[src/rtl/omc_consts.svh]
// Timing counts and field layouts for the operating mode controller
`ifndef OMC_CONSTS_SVH
`define OMC_CONSTS_SVH
`define OMC_WARM_STAGES   14
`define OMC_WARM_CMP_W    8
`define OMC_WARM_CMP_LSB  6
`define OMC_WARM_RESET    8'h66
`define OMC_SLOW_DIV      4
`define OMC_SLOW_DIV_W    2
`define OMC_IRQ_W         8
`endif

[src/rtl/omc_pkg.sv]
// Types for the operating mode controller
`include "omc_consts.svh"
package omc_pkg;
  typedef enum logic [10:0] {
    OMC_SC_RUN    = 11'h001,
    OMC_SC_DOZE   = 11'h002,
    OMC_SC_DEEP   = 11'h004,
    OMC_DC_FAST   = 11'h008,
    OMC_DC_DOZE   = 11'h010,
    OMC_SLOW_OFF  = 11'h020,
    OMC_SLOW_ON   = 11'h040,
    OMC_SLOW_DOZE = 11'h080,
    OMC_SLOW_DEEP = 11'h100,
    OMC_STOP      = 11'h200,
    OMC_WARM      = 11'h400
  } omc_mode_t;

  typedef struct packed {
    omc_mode_t                         mode;
    omc_mode_t                         resume;
    logic                              tbt_at_entry;
    logic                              tbt_src_d;
    logic [`OMC_WARM_STAGES-1:0]       warm_cnt;
    logic [`OMC_SLOW_DIV_W-1:0]        slow_div;
    logic                              tbt_latch_set;
    logic                              resume_next_insn;
    logic                              service_irq;
  } omc_state_t;
endpackage : omc_pkg

[src/rtl/omc_operating_mode_controller.sv]
// Operating mode controller: mode sequencing and clock gating
`timescale 1ns/1ns
`include "omc_consts.svh"
module omc_operating_mode_controller
  import omc_pkg::*;
(
  input  wire logic                        clk,
  input  wire logic                        arst_n,
  input  wire logic                        doze_req,
  input  wire logic                        halt_req,
  input  wire logic                        stop_req,
  input  wire logic                        dual_clock_req,
  input  wire logic                        system_clock_select_bit,
  input  wire logic                        fast_osc_enable_bit,
  input  wire logic [`OMC_IRQ_W-1:0]       irq_latch,
  input  wire logic [`OMC_IRQ_W-1:0]       interrupt_enable_register,
  input  wire logic                        master_interrupt_enable,
  input  wire logic                        time_base_irq_enable,
  input  wire logic                        time_base_enable_bit,
  input  wire logic                        time_base_src,
  input  wire logic                        stop_pin_release,
  input  wire logic                        key_wakeup_release,
  input  wire logic                        voltage_det_release,
  input  wire logic [`OMC_WARM_CMP_W-1:0]  warmup_compare_value,
  output logic [10:0]                      mode,
  output logic                             main_clk_from_low,
  output logic                             main_clk_en,
  output logic                             cpu_clk_en,
  output logic                             wdt_clk_en,
  output logic                             periph_clk_en,
  output logic                             time_base_clk_en,
  output logic                             prescaler_run,
  output logic                             fast_osc_run,
  output logic                             low_osc_run,
  output logic                             low_pins_are_port,
  output logic                             time_base_interrupt,
  output logic                             resume_next_insn,
  output logic                             service_irq
);

  omc_state_t st_reg;
  omc_state_t st_next;

  // ---------------------------------------------------------------
  // Helpers
  // ---------------------------------------------------------------
  function automatic logic is_dual(input omc_mode_t m);
    is_dual = (m == OMC_DC_FAST) || (m == OMC_DC_DOZE) ||
              (m == OMC_SLOW_OFF) || (m == OMC_SLOW_ON) ||
              (m == OMC_SLOW_DOZE) || (m == OMC_SLOW_DEEP);
  endfunction : is_dual

  function automatic logic is_slow(input omc_mode_t m);
    is_slow = (m == OMC_SLOW_OFF) || (m == OMC_SLOW_ON) ||
              (m == OMC_SLOW_DOZE) || (m == OMC_SLOW_DEEP);
  endfunction : is_slow

  // Base enables {cpu, watchdog, peripherals, time base} per mode
  function automatic logic [3:0] gate_mask(input omc_mode_t m);
    case (m)
      OMC_SC_RUN:    gate_mask = 4'hF;
      OMC_DC_FAST:   gate_mask = 4'hF;
      OMC_SLOW_ON:   gate_mask = 4'hF;
      OMC_SLOW_OFF:  gate_mask = 4'hF;
      OMC_SC_DOZE:   gate_mask = 4'h3;
      OMC_DC_DOZE:   gate_mask = 4'h3;
      OMC_SLOW_DOZE: gate_mask = 4'h3;
      OMC_SC_DEEP:   gate_mask = 4'h1;
      OMC_SLOW_DEEP: gate_mask = 4'h1;
      default:       gate_mask = 4'h0;
    endcase
  endfunction : gate_mask

  // Prescaler and dividers held in slow runs, slow doze, stop, warm-up
  function automatic logic presc_held(input omc_mode_t m);
    case (m)
      OMC_SLOW_OFF:  presc_held = 1'b1;
      OMC_SLOW_ON:   presc_held = 1'b1;
      OMC_SLOW_DOZE: presc_held = 1'b1;
      OMC_STOP:      presc_held = 1'b1;
      OMC_WARM:      presc_held = 1'b1;
      default:       presc_held = 1'b0;
    endcase
  endfunction : presc_held

  // Pins stay with the oscillator while a dual mode is to be resumed
  function automatic logic owns_low_pins(input omc_mode_t m,
                                         input omc_mode_t r);
    owns_low_pins = is_dual(m) ||
                    (((m == OMC_STOP) || (m == OMC_WARM)) && is_dual(r));
  endfunction : owns_low_pins

  logic any_irq;
  logic tbt_fall;
  logic stop_release;
  logic warm_done;

  assign any_irq      = |(irq_latch & interrupt_enable_register);
  assign tbt_fall     = st_reg.tbt_src_d & ~time_base_src;
  assign stop_release = stop_pin_release | key_wakeup_release |
                        voltage_det_release;
  assign warm_done    = (st_reg.warm_cnt[`OMC_WARM_STAGES-1:
                         `OMC_WARM_CMP_LSB] ==
                         warmup_compare_value);

  // ---------------------------------------------------------------
  // Next state
  // ---------------------------------------------------------------
  always_comb begin
    st_next = st_reg;
    st_next.tbt_src_d     = time_base_src;
    st_next.tbt_latch_set = 1'b0;
    st_next.slow_div      = st_reg.slow_div +
                            `OMC_SLOW_DIV_W'(1);
    case (st_reg.mode)
      OMC_SC_RUN: begin
        if (stop_req) begin
          st_next.resume = OMC_SC_RUN;
          st_next.mode   = OMC_STOP;
        end else if (doze_req) begin
          st_next.mode = OMC_SC_DOZE;
        end else if (halt_req) begin
          st_next.mode         = OMC_SC_DEEP;
          st_next.tbt_at_entry = time_base_enable_bit;
        end else if (dual_clock_req) begin
          st_next.mode = OMC_DC_FAST;
        end
      end
      OMC_DC_FAST: begin
        if (stop_req) begin
          st_next.resume = OMC_DC_FAST;
          st_next.mode   = OMC_STOP;
        end else if (doze_req) begin
          st_next.mode = OMC_DC_DOZE;
        end else if (system_clock_select_bit) begin
          st_next.mode = OMC_SLOW_ON;
        end else if (!dual_clock_req) begin
          st_next.mode = OMC_SC_RUN;
        end
      end
      OMC_SLOW_ON: begin
        if (stop_req) begin
          st_next.resume = OMC_SLOW_ON;
          st_next.mode   = OMC_STOP;
        end else if (!system_clock_select_bit) begin
          st_next.mode = OMC_DC_FAST;
        end else if (!fast_osc_enable_bit) begin
          st_next.mode = OMC_SLOW_OFF;
        end
      end
      OMC_SLOW_OFF: begin
        if (stop_req) begin
          st_next.resume = OMC_SLOW_OFF;
          st_next.mode   = OMC_STOP;
        end else if (doze_req) begin
          st_next.mode = OMC_SLOW_DOZE;
        end else if (halt_req) begin
          st_next.mode         = OMC_SLOW_DEEP;
          st_next.tbt_at_entry = time_base_enable_bit;
        end else if (fast_osc_enable_bit) begin
          st_next.mode = OMC_SLOW_ON;
        end
      end
      OMC_SC_DOZE, OMC_DC_DOZE, OMC_SLOW_DOZE: begin
        if (any_irq) begin
          st_next.resume_next_insn = ~master_interrupt_enable;
          st_next.service_irq      = master_interrupt_enable;
          if (st_reg.mode == OMC_SC_DOZE)
            st_next.mode = OMC_SC_RUN;
          else if (st_reg.mode == OMC_DC_DOZE)
            st_next.mode = OMC_DC_FAST;
          else
            st_next.mode = OMC_SLOW_OFF;
        end
      end
      OMC_SC_DEEP, OMC_SLOW_DEEP: begin
        if (tbt_fall) begin
          st_next.mode = (st_reg.mode == OMC_SC_DEEP) ?
                         OMC_SC_RUN : OMC_SLOW_OFF;
          st_next.tbt_latch_set = st_reg.tbt_at_entry;
          st_next.service_irq   = st_reg.tbt_at_entry &
                                  master_interrupt_enable &
                                  time_base_irq_enable;
          st_next.resume_next_insn = ~(st_reg.tbt_at_entry &
                                  master_interrupt_enable &
                                  time_base_irq_enable);
        end
      end
      OMC_STOP: begin
        st_next.slow_div = '0;
        if (stop_release) begin
          st_next.mode     = OMC_WARM;
          st_next.warm_cnt = '0;
        end
      end
      OMC_WARM: begin
        st_next.slow_div = '0;
        if (warm_done) begin
          st_next.mode             = st_reg.resume;
          st_next.resume_next_insn = 1'b1;
          st_next.service_irq      = 1'b0;
        end else begin
          st_next.warm_cnt = st_reg.warm_cnt +
                             `OMC_WARM_STAGES'(1);
        end
      end
      default: begin
        st_next.mode = OMC_SC_RUN;
      end
    endcase
    // Release indications clear in the first cycle the mode stays unchanged; a back-to-back mode change carries them over
    if (st_next.mode == st_reg.mode) begin
      st_next.resume_next_insn = 1'b0;
      st_next.service_irq      = 1'b0;
    end
  end

  always_ff @(posedge clk or negedge arst_n) begin
    if (!arst_n) begin
      st_reg.mode             <= OMC_SC_RUN;
      st_reg.resume           <= OMC_SC_RUN;
      st_reg.tbt_at_entry     <= 1'b0;
      st_reg.tbt_src_d        <= 1'b0;
      st_reg.warm_cnt         <= '0;
      st_reg.slow_div         <= '0;
      st_reg.tbt_latch_set    <= 1'b0;
      st_reg.resume_next_insn <= 1'b0;
      st_reg.service_irq      <= 1'b0;
    end else begin
      st_reg <= st_next;
    end
  end

  // ---------------------------------------------------------------
  // Clock gating decode
  // ---------------------------------------------------------------
  omc_mode_t  m;
  logic       slow;
  logic [3:0] gate;
  assign m    = st_reg.mode;
  assign slow = is_slow(m);
  assign gate = gate_mask(m);

  // ---------------------------------------------------------------
  // Clock enables
  // ---------------------------------------------------------------
  assign mode              = st_reg.mode;
  assign main_clk_from_low = slow;
  // Quarter low clock pulse in slow modes, gear clock otherwise
  assign main_clk_en       = slow ? (st_reg.slow_div == '0)
                                  : 1'b1;
  assign cpu_clk_en        = gate[3] & main_clk_en;
  assign wdt_clk_en        = gate[2] & main_clk_en;
  assign periph_clk_en     = gate[1] & main_clk_en;
  assign time_base_clk_en  = gate[0] & main_clk_en;
  assign prescaler_run     = ~presc_held(m);

  // ---------------------------------------------------------------
  // Oscillators and pins
  // ---------------------------------------------------------------
  assign fast_osc_run      = ~((m == OMC_SLOW_OFF) | (m == OMC_SLOW_DOZE) |
                             (m == OMC_SLOW_DEEP) | (m == OMC_STOP));
  assign low_osc_run       = is_dual(m) | ((m == OMC_WARM) &&
                             is_dual(st_reg.resume));
  assign low_pins_are_port = ~owns_low_pins(m, st_reg.resume);

  // ---------------------------------------------------------------
  // Release indications
  // ---------------------------------------------------------------
  assign time_base_interrupt = st_reg.tbt_latch_set;
  assign resume_next_insn    = st_reg.resume_next_insn;
  assign service_irq         = st_reg.service_irq;

endmodule : omc_operating_mode_controller

[config.mk]
export PLATFORM = sky130hd
export DESIGN_NAME = omc_operating_mode_controller
export DESIGN_NICKNAME = d
export VERILOG_FILES = /design/src/rtl/omc_pkg.sv /design/src/rtl/omc_operating_mode_controller.sv
export VERILOG_INCLUDE_DIRS = /design/src /design/src/rtl
export SDC_FILE = /design/constraint.sdc
export NUM_CORES = 1
export LEC_CHECK = 0
export CORE_MARGIN = 2
export CORE_UTILIZATION = 50
export DETAILED_ROUTE_END_ITERATION = 8
export DONT_BUFFER_PORTS = 1
export SYNTH_ARGS = -nofsm -noshare
export SYNTH_HDL_FRONTEND = slang
export SYNTH_SLANG_ARGS = --single-unit
[constraint.sdc]
create_clock -name clk -period 5.15 [get_ports clk]
set_clock_uncertainty 0.1 [all_clocks]
set_input_delay 0.515 -clock clk [delete_from_list [all_inputs] [get_ports clk]]
set_output_delay 0.515 -clock clk [all_outputs]
set_load 0.01 [all_outputs]
After elaboration in Yosys (flattened, before gate mapping)
Cells that the tools add are included.
- add/sub/neg operators: 2
- eq/ne operators: 28
- bitwise operators: 22
- reductions and logical operators: 31
- multiplexer cells: 40
- operator list (cell ; number):
    11-bit 2-to-1 mux ; 24
    11-bit case mux with 8 select lines ; 1
    11-bit case mux with 4 select lines ; 1
    16-bit case mux with 2 select lines ; 1
    14-bit 2-to-1 mux ; 2
    11-bit by 4-bit equality test with 1-bit output (second input constant) ; 2
    11-bit by 5-bit equality test with 1-bit output (second input constant) ; 2
    11-bit by 6-bit equality test with 1-bit output (second input constant) ; 2
    11-bit by 7-bit equality test with 1-bit output (second input constant) ; 2
    11-bit by 8-bit equality test with 1-bit output (second input constant) ; 2
    11-bit by 9-bit equality test with 1-bit output (second input constant) ; 2
    1-bit logical OR ; 15
    14-bit by 1-bit adder with 14-bit output (second input constant) ; 1
    6-bit 2-to-1 mux ; 2
    2-bit != test (second input constant) ; 6
    4-bit case mux with 3 select lines ; 1
    11-bit by 1-bit equality test with 1-bit output (second input constant) ; 1
    11-bit by 10-bit equality test with 1-bit output (second input constant) ; 1
    11-bit equality test ; 1
    11-bit equality test (second input constant) ; 1
    11-bit by 2-bit equality test with 1-bit output (second input constant) ; 1
    11-bit by 3-bit equality test with 1-bit output (second input constant) ; 1
    8-bit AND ; 1
    8-bit equality test ; 1
    other kinds (22) ; 49
- logic and storage cells: 132
- input port bits: 39
- output and inout bits: 24
- register bits after elaboration: 43

Depth between registers and ports, before layout
Gate-level depths: netlist of the first run.
- depth in word-level cells: 9
- mapped depth: 8
- mapped depth without buffers: 7

Least setup slack after synthesis of the first run
No wires, ideal clock.
- path type: reg-to-output
- start: register, netlist name mode[4]
- end: output wdt_clk_en
- data arrival time: 2.048 ns
- required time: 4.535 ns
- setup slack: 2.487 ns
- stages on the path, launching flop included: 8
- path buffers: 2
- cells stage by stage: dfrtp_1 buf_2 or4_1 nor2_1 a31oi_1 a21oi_1 nor2_1 buf_4
- word-level cells in the longest chain between the ends: 6
- elaborated cells between the ends (all ways): 18
- classes of those cells: 9 x eq/ne; 2 x mux; 1 x bitwise; 6 x reduce/logical
- ends and longest elaborated chain (what ; RTL line ; source):
    branches (longest 5 deep; another with 11-bit by 4-bit equality test with 1-bit output) ; - ;
    1-bit AND (*) ; omc_operating_mode_controller.sv:253 ; assign wdt_clk_en = gate[2] & main_clk_en;
    end: declaration ; omc_operating_mode_controller.sv:29 ; output logic wdt_clk_en,
Mark *: on every way between the ends.

Worst setup path after layout of the first run
- start: register, netlist name mode[1]
- end: output cpu_clk_en
- word-level cells in the longest chain between the ends: 6
- elaborated cells between the ends (all ways): 18
- classes of those cells: 9 x eq/ne; 2 x mux; 1 x bitwise; 6 x reduce/logical
- ends and longest elaborated chain (what ; RTL line ; source):
    branches (longest 5 deep; another with 11-bit by 4-bit equality test with 1-bit output) ; - ;
    1-bit AND (*) ; omc_operating_mode_controller.sv:252 ; assign cpu_clk_en = gate[3] & main_clk_en;
    end: declaration ; omc_operating_mode_controller.sv:28 ; output logic cpu_clk_en,
Marked as above.

==> run metrics, run 1 <==
CTS H-tree lvls 2; #FFs+latches synth 36; Fin Setup TNS 0 ps; Clk Latency, worst-skew pair 290 ps; Root Driver clkbuf_8; first-pass GRT wire length 13.9 mm; vias in the first global route 2594; final hold vios 0; fmax 0.253 GHz; Detailed Route WL 8.96 mm; Syn Nets approximately 380; I/O pins 63; Clock Path Buffers 2; met1 GRT Util 37.3%; count of cell types in the netlist between 60 and 70; vias 2648; first-pass detailed-route iteration total 5; Netlist Area Pre-Place between 2000 and 3000 um2; met3 Track Usage GR 5.77%; GRT Overall Usage between 20% and 30%; CTS tree done; Max Cap Viol 0; Inserted Diodes 0; DR DRC count 0; Initial Util between 50% and 60%; CP Class register to primary output; GR Util met2 between 40% and 50%; Post-DP Area 2810 um2; DIE WIDTH 79.9 um; 1st-iter DRT viols 254; pin count of the biggest net entering global routing 37; Crit Reg-Reg Endpoint service_irq; FF-to-FF Start mode[4]; P per Cell Area 446 nW/um2; Finish-stage setup viols 0; Tmin final 3950 ps; commonest non-fill, non-tap cell in the layout nor2_1; Core ar. roughly 5500 um2; CP Max Fanout 13; Largest register FFs 22; Post-synth EDFFs 0; status complete, no violations; CP Data Arrival Time 3340 ps; tightest hold margin roughly 140 ps; WP data required 4530 ps; total clock sinks 36; crit path capture cpu_clk_en; Via density slightly below 7; die area 6380 um2; TritonCTS Buffers 5; cells along the critical path nor4_4 > nand2_1 > nor4_1 > a31oi_1 > a21oi_1 > nor2_1; fin crit share 76.7%; Worst Setup End Kind primary output; placed instance count 383; commonest cells after routing, fill and taps aside nor2_1, dfrtp_1, nand2_1, nand4_1, nand3_1; GR peak layer met2; reg2reg setup slack 1450 ps; Avg Cell Area, Syn roughly 8.5 um2; Synth-to-Final Area Change 2.09%; Worst Hold Class input port to register; Finished Layout Cells between 300 and 400; top_reg_cell synth dfrtp_1; R2R cell count 7; Clk pin slew, worst setup/hold paths 80 ps; cell count after synthesis 338; DIE HEIGHT 79.9 um; Fillers 550; RePlAce Congestion 0.981; PortBufs 0; Post CTS Setup Buffer Count 0; RSZ-0062 raised after global routing no; Pleak 1.21 nW; worst vdd ir 0.000204 V; Worst path slowest cell nor4_1; share of cells above drive strength 1 9.03%; Seq/Total Area, Yosys 31.4%; estimated wirelength of the detail-placed design 6.64 mm; NumNets Final 361; routed length per placed instance 22.8 um; Rel. slew slack 19.3%; grt ovf 0; Slew Viols, Final 0; final instance area 2940 um2; initial antenna violation count 0; CP Launch Type register; CP peak stage delay 640 ps; CP startpoint mode[1]; asr flop ratio synth 100%; Worst-Margin Slew 1200 ps; Rows 27; Yosys warnings 0; antenna-violating nets left 0
[per-layer routing]
| layer | wire, um | vias to the layer above |
|---|---|---|
| met5 | 0 | - |
| met4 | 341 | 0 |
| met3 | 723 | 31 |
| met2 | 4340 | 140 |
| met1 | 3550 | 1256 |
| li1 | - | 1221 |
[cells in the mapped netlist (6+ instances only)]
cell type	n	area, um2
dfrtp_1	34	851
and3_1	6	37.5
o31ai_1	7	52.6
buf_4	16	120
xor2_1	12	105
nand3_1	16	80.1
nand2_1	21	78.8
a21oi_1	13	65.1
inv_1	11	41.3
nor3_1	13	65.1
o21ai_0	12	60.1
nand4_1	16	100
clkbuf_1	8	30.0
nor2_1	36	135
a31oi_1	9	56.3
xnor2_1	15	131
[worst min path at each step]
stage | start | cells after the start | to
final | time_base_src | 0 | st_reg[19]
after CTS | time_base_src | 0 | st_reg[19]
after floorplan | arst_n | 0 | mode[10]
after global placement | arst_n | 0 | st_reg[7]
after global routing | time_base_src | 0 | st_reg[19]
after detailed placement | arst_n | 0 | st_reg[9]
[where the power goes]
group | total (mW) | internal, mW | switching [mW]
combinational | 0.625 | 0.229 | 0.395
clock | 0.232 | 0.122 | 0.110
sequential | 0.454 | 0.336 | 0.118
[metrics by stage]
stage / setup WS (ps) / util [%] / power [mW]
4_1_cts: 1320 / 53.0 / 1.30
3_5_place_dp: 1520 / 50.7 / 1.06
2_1_floorplan: 2490 / - / 0.938
6_report: 1200 / 53.0 / 1.31
3_3_place_gp: 1540 / 50.7 / 1.07
5_1_grt: 1120 / 53.0 / 1.40
[final cells by class]
| cell class | count | area [um2] | area share (%) |
|---|---|---|---|
| inverter | 11 | 41.3 | 1.40 |
| sequential | 36 | 903 | 30.7 |
| timing repair buffer | 4 | 45.0 | 1.53 |
| multi-input combinational | 262 | 1760 | 59.9 |
| clock buffer | 8 | 100 | 3.41 |
| tap | 72 | 90.1 | 3.07 |
[critical path, delay by kind of cell (launching register included)]
kind,cells,cell delay (ps)
AO/OA/AOI/OAI,2,670
flip-flops,1,610
AND/OR/NAND/NOR,4,1750
[cell families after synthesis]
| logic type | synth area share [%] |
|---|---|
| and+or+nand+nor | 31.4 |
| xor gates and xnor gates | 8.21 |
| DFF | 31.4 |
| buffers and inverters | 7.52 |
| AOI/OAI and AO/OA | 19.2 |
| muxes | 1.43 |
| adders and majority gates | 0.869 |
[what timing repair did]
action / CTS / global route
resized for setup: 0 / 0
hold buffers: 2 / 0
hold endpoints to repair: 36 / 0
Note: power is estimated with default switching activity, not from simulation.
==> inputs of run 2 (changes only) <==
ABC_AREA = 1   (was unset)
clock period = 3.8 ns   (was 5.15 ns; I/O delays follow)
==> run 2 against run 1 <==
Synthesized area is 7.4% higher. Utilization is 1.4 points higher. Global-route usage is 3.0 points lower. Sequential power is 29% higher. Synthesized cell count is 37% higher. Worst hold slack worse by 17 ps. Clock-buffer cell count is 2 lower. Non-clock buffer count is 1 lower. Critical path type unchanged.
==> run metrics, run 2 <==
CP Launch Type register (unchanged); WP data required 3320 ps (was 4530 ps); Netlist Area Pre-Place 3090 um2 (was 2880 um2); Register Area 903 um2 (unchanged); Syn Nets 505 (was 379); fmax 0.356 GHz; top post-synthesis cells by count nand2_1, inv_1, nor2_1, dfrtp_1, nand3_1 (was nor2_1, dfrtp_1, nand2_1); Crit Reg-Reg Endpoint resume_next_insn (was service_irq); total clock sinks 36 (unchanged); Rows 28 (was 27); multi-input combinational cell area 1780 um2 (was 1760 um2); P per Cell Area 583 nW/um2 (was 446 nW/um2); Synth top area share 27.5% (was 29.6%); Post-DP Area 3100 um2 (was 2810 um2); CP startpoint mode[8] (was mode[1]); routed length per placed instance 15.9 um (was 22.8 um); share of cells above drive strength 1 13.8% (was 9.03%); Rel. slew slack 57.5% (was 19.3%); Worst-Margin Slew 633 ps (was 1200 ps); status complete, no violations (unchanged); Largest register FFs 22 (unchanged); first-pass detailed-route iteration total 5 (unchanged); Slew Viols, Final 0 (unchanged); Max Cap Viol 0 (unchanged); count of cell types in the netlist 39 (was 66); CTS H-tree lvls 2 (unchanged); Via density 5.61 (was 6.74); CP peak stage delay 530 ps (was 640 ps); post-synth top area cell dfrtp_1 (unchanged); antenna-violating nets left 0 (unchanged); Detailed Route WL 8.56 mm (was 8.96 mm); Root Driver clkbuf_8 (unchanged); initial antenna violation count 0 (unchanged); asr flop ratio synth 100% (unchanged); worst vdd ir 0.000480 V (was 0.000204 V); CTS tree done (unchanged); Seq/Total Area, Yosys 29.2% (was 31.4%); Avg Cell Area, Syn 6.66 um2 (was 8.52 um2); Post CTS Setup Buffer Count 0 (unchanged); Worst path slowest cell dfrtp_1 (was nor4_1); top_reg_cell synth dfrtp_1 (unchanged); vias 3017 (was 2648); Yosys warnings 0 (unchanged); delay-heaviest family, CP simple AND/OR/NAND/NOR gates (unchanged); Worst Hold Class input port to register (unchanged); estimated wirelength of the detail-placed design 6.82 mm (was 6.64 mm); cell count after synthesis 464 (was 338); Inserted Diodes 0 (unchanged); Buf+Inv Stages, Crit Path 5 (was 0); #FFs+latches synth 36 (unchanged); I/O pins 63 (unchanged); NumNets Final 503 (was 361); die area 6830 um2 (was 6380 um2); hold_buf cts 2 (unchanged); Worst Setup Slack, final 995 ps (was 1200 ps); Clk Latency, worst-skew pair 290 ps (about the same); Clk pin slew, worst setup/hold paths 80 ps (about the same); hold endpoint st_reg[20] (was st_reg[19]); Post-synth EDFFs 0 (unchanged); R2R cell count 12 (was 7); Tot Pwr 1.89 mW (was 1.31 mW); FF-to-FF Start mode[3] (was mode[4]); Core ar. 5960 um2 (was 5540 um2); DR DRC count 0 (unchanged); RePlAce Congestion 0.941 (was 0.981); worst hold start time_base_enable_bit (was time_base_src); commonest non-fill, non-tap cell in the layout nand2_1 (was nor2_1); fin crit share 73.8%; most frequent cell after synthesis nand2_1 (was nor2_1); vias in the first global route 2770 (was 2594); CP Data Arrival Time 2330 ps (was 3340 ps); commonest cells after routing, fill and taps aside nand2_1, inv_1, nor2_1, dfrtp_1, nand3_1 (was nor2_1, dfrtp_1, nand2_1, nand4_1, nand3_1); Tmin final 2810 ps; Initial Util 51.9% (was 52.0%); Finish-stage setup viols 0 (unchanged); GRT Overall Usage 26.3% (was 29.3%); final hold vios 0 (unchanged); first-pass GRT wire length 13.5 mm (was 13.9 mm); Fillers 610 (was 550); Final Util 54.5% (was 53.0%); PortBufs 0 (unchanged); grt ovf 0 (unchanged); 1st-iter DRT viols 289 (was 254); Pleak 1.67 nW (was 1.21 nW); Fin Setup TNS 0 ps (unchanged); CP Class register to primary output (unchanged); pin count of the biggest net entering global routing 37 (unchanged); reg2reg setup slack 1260 ps (was 1450 ps); Synth-to-Final Area Change 4.90% (was 2.09%); DIE HEIGHT 82.6 um (was 79.9 um); pre-CTS WS 1340 ps (was 1520 ps); Clock Path Buffers 2 (unchanged); TritonCTS Buffers 5 (unchanged); DIE WIDTH 82.6 um (was 79.9 um); RSZ-0062 raised after global routing no (unchanged); cells along the critical path nor2_4 > nand2_4 > nor2_8 > inv_2 > nor2_1 > inv_1 > nand2_1 > inv_1 > a21oi_1 > inv_1 > nand2_1 > inv_1 (was nor4_4 > nand2_1 > nor4_1 > a31oi_1 > a21oi_1 > nor2_1); Worst Setup End Kind primary output (unchanged); final instance area 3240 um2 (was 2940 um2); synth top area cells dfrtp_1, nand2_1, inv_1 (was dfrtp_1, nor2_1, xnor2_1); CP Max Fanout 8 (was 13); CP most frequent cell inv_1; WHS Path Cells 2 (was 0); cts repair resizes 0 (unchanged)
-- run 2: cell types whose count changed after synthesis, moves of 8 or more --
| cell | previous run | this run |
|---|---|---|
| nand2_1 | 21 | 113 |
| inv_1 | 11 | 73 |
| nor2_1 | 36 | 51 |
| xnor2_1 | 15 | 0 |
| nand3_1 | 16 | 30 |
| inv_2 | 0 | 11 |
| xor2_1 | 12 | 1 |
| nor2_4 | 0 | 10 |
| a21oi_1 | 13 | 22 |
| clkbuf_1 | 8 | 0 |
-- run 2: kinds of logic (layout without fill, tap and decap cells) --
logic type / after synthesis / in the layout / share of synthesized area, %
AO/OA/AOI/OAI: 64 / 64 / 12.5
XOR/XNOR: 1 / 1 / 0.283
adder cells (fa/ha/maj): 2 / 2 / 0.809
buffers and inverters: 96 / 95 / 13.1
flip-flops: 36 / 36 / 29.2
AND/OR/NAND/NOR: 265 / 265 / 44.1
-- run 2: through the flow --
step	hold WS (ps)	std cells
floorplan	-15.6	464
global placement	-14.8	527
detailed placement	-14.7	527
CTS	4.36	537
global route	162	538
finish	126	538
-- run 2: how the worst max path moves through the flow --
stage	to	slack, ps	cells past startpoint
floorplan	wdt_clk_en	1570	13
global placement	wdt_clk_en	1350	12
detailed placement	wdt_clk_en	1340	12
CTS	wdt_clk_en	1000	12
global route	wdt_clk_en	840	12
finish	wdt_clk_en	990	12
-- run 2: per-layer routing --
layer	part of all wire [%]	wire length, um	GRT usage [%]	up-vias
met4	0.99	85	5.08	0
met1	48	4130	38.4	1386
met3	7.8	668	5.43	8
met2	43	3670	40.1	128
li1	-	-	-	1495
met5	0	0	0	-
-- run 2: cell type report --
| cell class | instances | share of cell area, % |
|---|---|---|
| clock buffer | 6 | 2.24 |
| clock inverter | 2 | 1.08 |
| inverter | 84 | 9.72 |
| multi-input combinational | 332 | 55.0 |
| sequential | 36 | 27.9 |
| tap | 75 | 2.89 |
| timing repair buffer | 3 | 1.23 |
-- run 2: power breakdown --
group          total [mW]  internal [mW]  switching, mW  leakage [nW]
clock               0.348          0.195          0.153        0.0552
combinational       0.956          0.306          0.651          1.14
sequential          0.587          0.482          0.105         0.477
-- run 2: worst register-to-register path, delay by kind of cell (launching register included) --
kind / cells / cell delay [ps]
flops: 1 / 510
buf+inv: 2 / 240
simple gates: 10 / 1600
==> inputs of run 3 (changes only) <==
clock period = 2.7 ns   (was 3.8 ns; I/O delays follow)
==> run 3 against run 2 <==
Sequential power grew 41%. Utilization grew 0.90 points. Clock-buffer cell count is the same. Worst hold slack lost 96 ps. Flip-flop and latch count is the same. Non-clock buffer count grew 4. Power grew 42%. Via count shrank 1.8%. Clock power grew 42%. Combinational power grew 42%. Critical path type unchanged. Largest cell class unchanged. Largest power group unchanged. Highest routed layer unchanged.
==> run metrics, run 3 (synthesized netlist as in run 2, its figures left out) <==
status complete, no violations (unchanged); routed length per placed instance 15.9 um (about the same); CP Launch Type register (unchanged); Tot Pwr 2.69 mW (was 1.89 mW); Rows 28 (unchanged); crit path capture wdt_clk_en (unchanged); Worst Hold Class input port to register (unchanged); initial antenna violation count 0 (unchanged); pin count of the biggest net entering global routing 37 (unchanged); estimated wirelength of the detail-placed design 6.76 mm (was 6.82 mm); pre-CTS WS 195 ps (was 1340 ps); Via density 5.47 (was 5.61); Synth-to-Final Area Change 6.64% (was 4.90%); worst vdd ir 0.000635 V (was 0.000480 V); antenna-violating nets left 0 (unchanged); Fin Setup TNS 0 ps (unchanged); Finish-stage setup viols 0 (unchanged); commonest cells after routing, fill and taps aside nand2_1, inv_1, nor2_1, nand3_1, dfrtp_1 (was nand2_1, inv_1, nor2_1, dfrtp_1, nand3_1); total clock sinks 36 (unchanged); worst hold start time_base_enable_bit (unchanged); CTS H-tree lvls 2 (unchanged); Worst Setup End Kind primary output (unchanged); Pleak 1.68 nW (was 1.67 nW); Final Util 55.4% (was 54.5%); grt ovf 0 (unchanged); TritonCTS Buffers 5 (unchanged); first-pass GRT wire length 13.3 mm (was 13.5 mm); Worst Setup Slack, final 129 ps (was 995 ps); Initial Util 51.9% (unchanged); DR DRC count 0 (unchanged); Root Driver clkbuf_8 (unchanged); Core ar. 5960 um2 (unchanged); Post CTS Setup Buffer Count 0 (unchanged); multi-input combinational cell area 1800 um2 (was 1780 um2); I/O pins 63 (unchanged); Register Area 910 um2 (was 903 um2); NumNets Final 507 (was 503); Tmin final 2570 ps; Rel. slew slack 57.2% (was 57.5%); Max Cap Viol 0 (unchanged); vias 2963 (was 3017); fmax 0.389 GHz; Clock Path Buffers 2 (unchanged); P per Cell Area 815 nW/um2 (was 583 nW/um2); Detailed Route WL 8.59 mm (was 8.56 mm); Clk Latency, worst-skew pair 300 ps (was 290 ps); share of cells above drive strength 1 16.3% (was 13.8%); RePlAce Congestion 0.917 (was 0.941); commonest non-fill, non-tap cell in the layout nand2_1 (unchanged); FF-to-FF Start mode[0] (was mode[3]); first-pass detailed-route iteration total 5 (unchanged); final hold vios 0 (unchanged); CP Data Arrival Time 2200 ps (was 2330 ps); Slew Viols, Final 0 (unchanged); WP data required 2330 ps (was 3320 ps); GRT Overall Usage 26.3% (about the same); die area 6830 um2 (unchanged); DIE HEIGHT 82.6 um (unchanged); CP Class register to primary output (unchanged); CTS tree done (unchanged); fin crit share 95.2%; Fillers 610 (unchanged); DIE WIDTH 82.6 um (unchanged); 1st-iter DRT viols 257 (was 289); Clk pin slew, worst setup/hold paths 80 ps (about the same); CP startpoint mode[9] (was mode[8]); Largest register FFs 22 (unchanged); vias in the first global route 2649 (was 2770); R2R cell count 12 (unchanged); Worst-Margin Slew 637 ps (was 633 ps); RSZ-0062 raised after global routing no (unchanged); CP Max Fanout 8 (unchanged); Inserted Diodes 0 (unchanged); reg2reg setup slack 210 ps (was 1260 ps); PortBufs 0 (unchanged); Crit Reg-Reg Endpoint mode[7] (was resume_next_insn)
## run 3: cell types whose count changed in the layout (fill, tap and decap cells not counted), sizes merged
cell  change
buf       +4
## run 3: critical path, stage by stage (launching register included)
cell	delay [ps]
dfrtp_2	460
nor2_4	160
nand2_4	110
nor2_8	190
inv_2	70
nor2_1	160
inv_1	120
nand2_1	100
inv_1	70
a21oi_2	160
inv_1	120
nand2_1	80
inv_1	100
## run 3: repair_timing
item / 4_1_cts / 5_1_grt
resized for setup: 0 / 9
endpoints found under the hold margin: 37 / 0
hold buffers: 3 / 0
setup endpoints to repair: 0 / 7
## run 3: how the worst min path moves through the flow
stage,endpoint,slack [ps],cells past startpoint
floorplan,mode[10],-130,0
global placement,mode[7],-120,0
detailed placement,mode[7],-120,0
CTS,st_reg[20],30,2
global route,mode[9],60,2
finish,st_reg[20],30,2
## run 3: area by class of cell
| type | instances | share of cell area, % |
|---|---|---|
| clock buffers | 6 | 2.20 |
| clock inverters | 2 | 1.06 |
| inverters | 84 | 9.56 |
| multi-input cells | 332 | 54.6 |
| flip-flops and latches | 36 | 27.6 |
| well taps | 75 | 2.85 |
| repair buffers | 7 | 2.13 |
## run 3: power breakdown
part	total, mW	switching (mW)	leakage, nW	internal [mW]
registers	0.830	0.150	0.468	0.680
clock network	0.494	0.220	0.0552	0.275
logic	1.36	0.918	1.16	0.446
## run 3: per-stage QoR
stage               hold slack, ps  cell area (um2)  std cells
global placement              -125             3130        531
CTS                           25.3             3270        542
finish                        29.2             3300        542
floorplan                     -126             3090        464
global route                  63.5             3300        542
detailed placement            -125             3130        531
## run 3: metal layers
metal / routed length [um] / vias to the layer above / part of all wire, % / global-route usage, %
met5: 0 / - / 0 / 0
met3: 697 / 13 / 8.1 / 7.61
li1: - / 1488 / - / -
met2: 3560 / 112 / 41 / 37.8
met1: 4220 / 1350 / 49 / 39.0
met4: 110 / 0 / 1.3 / 5.25
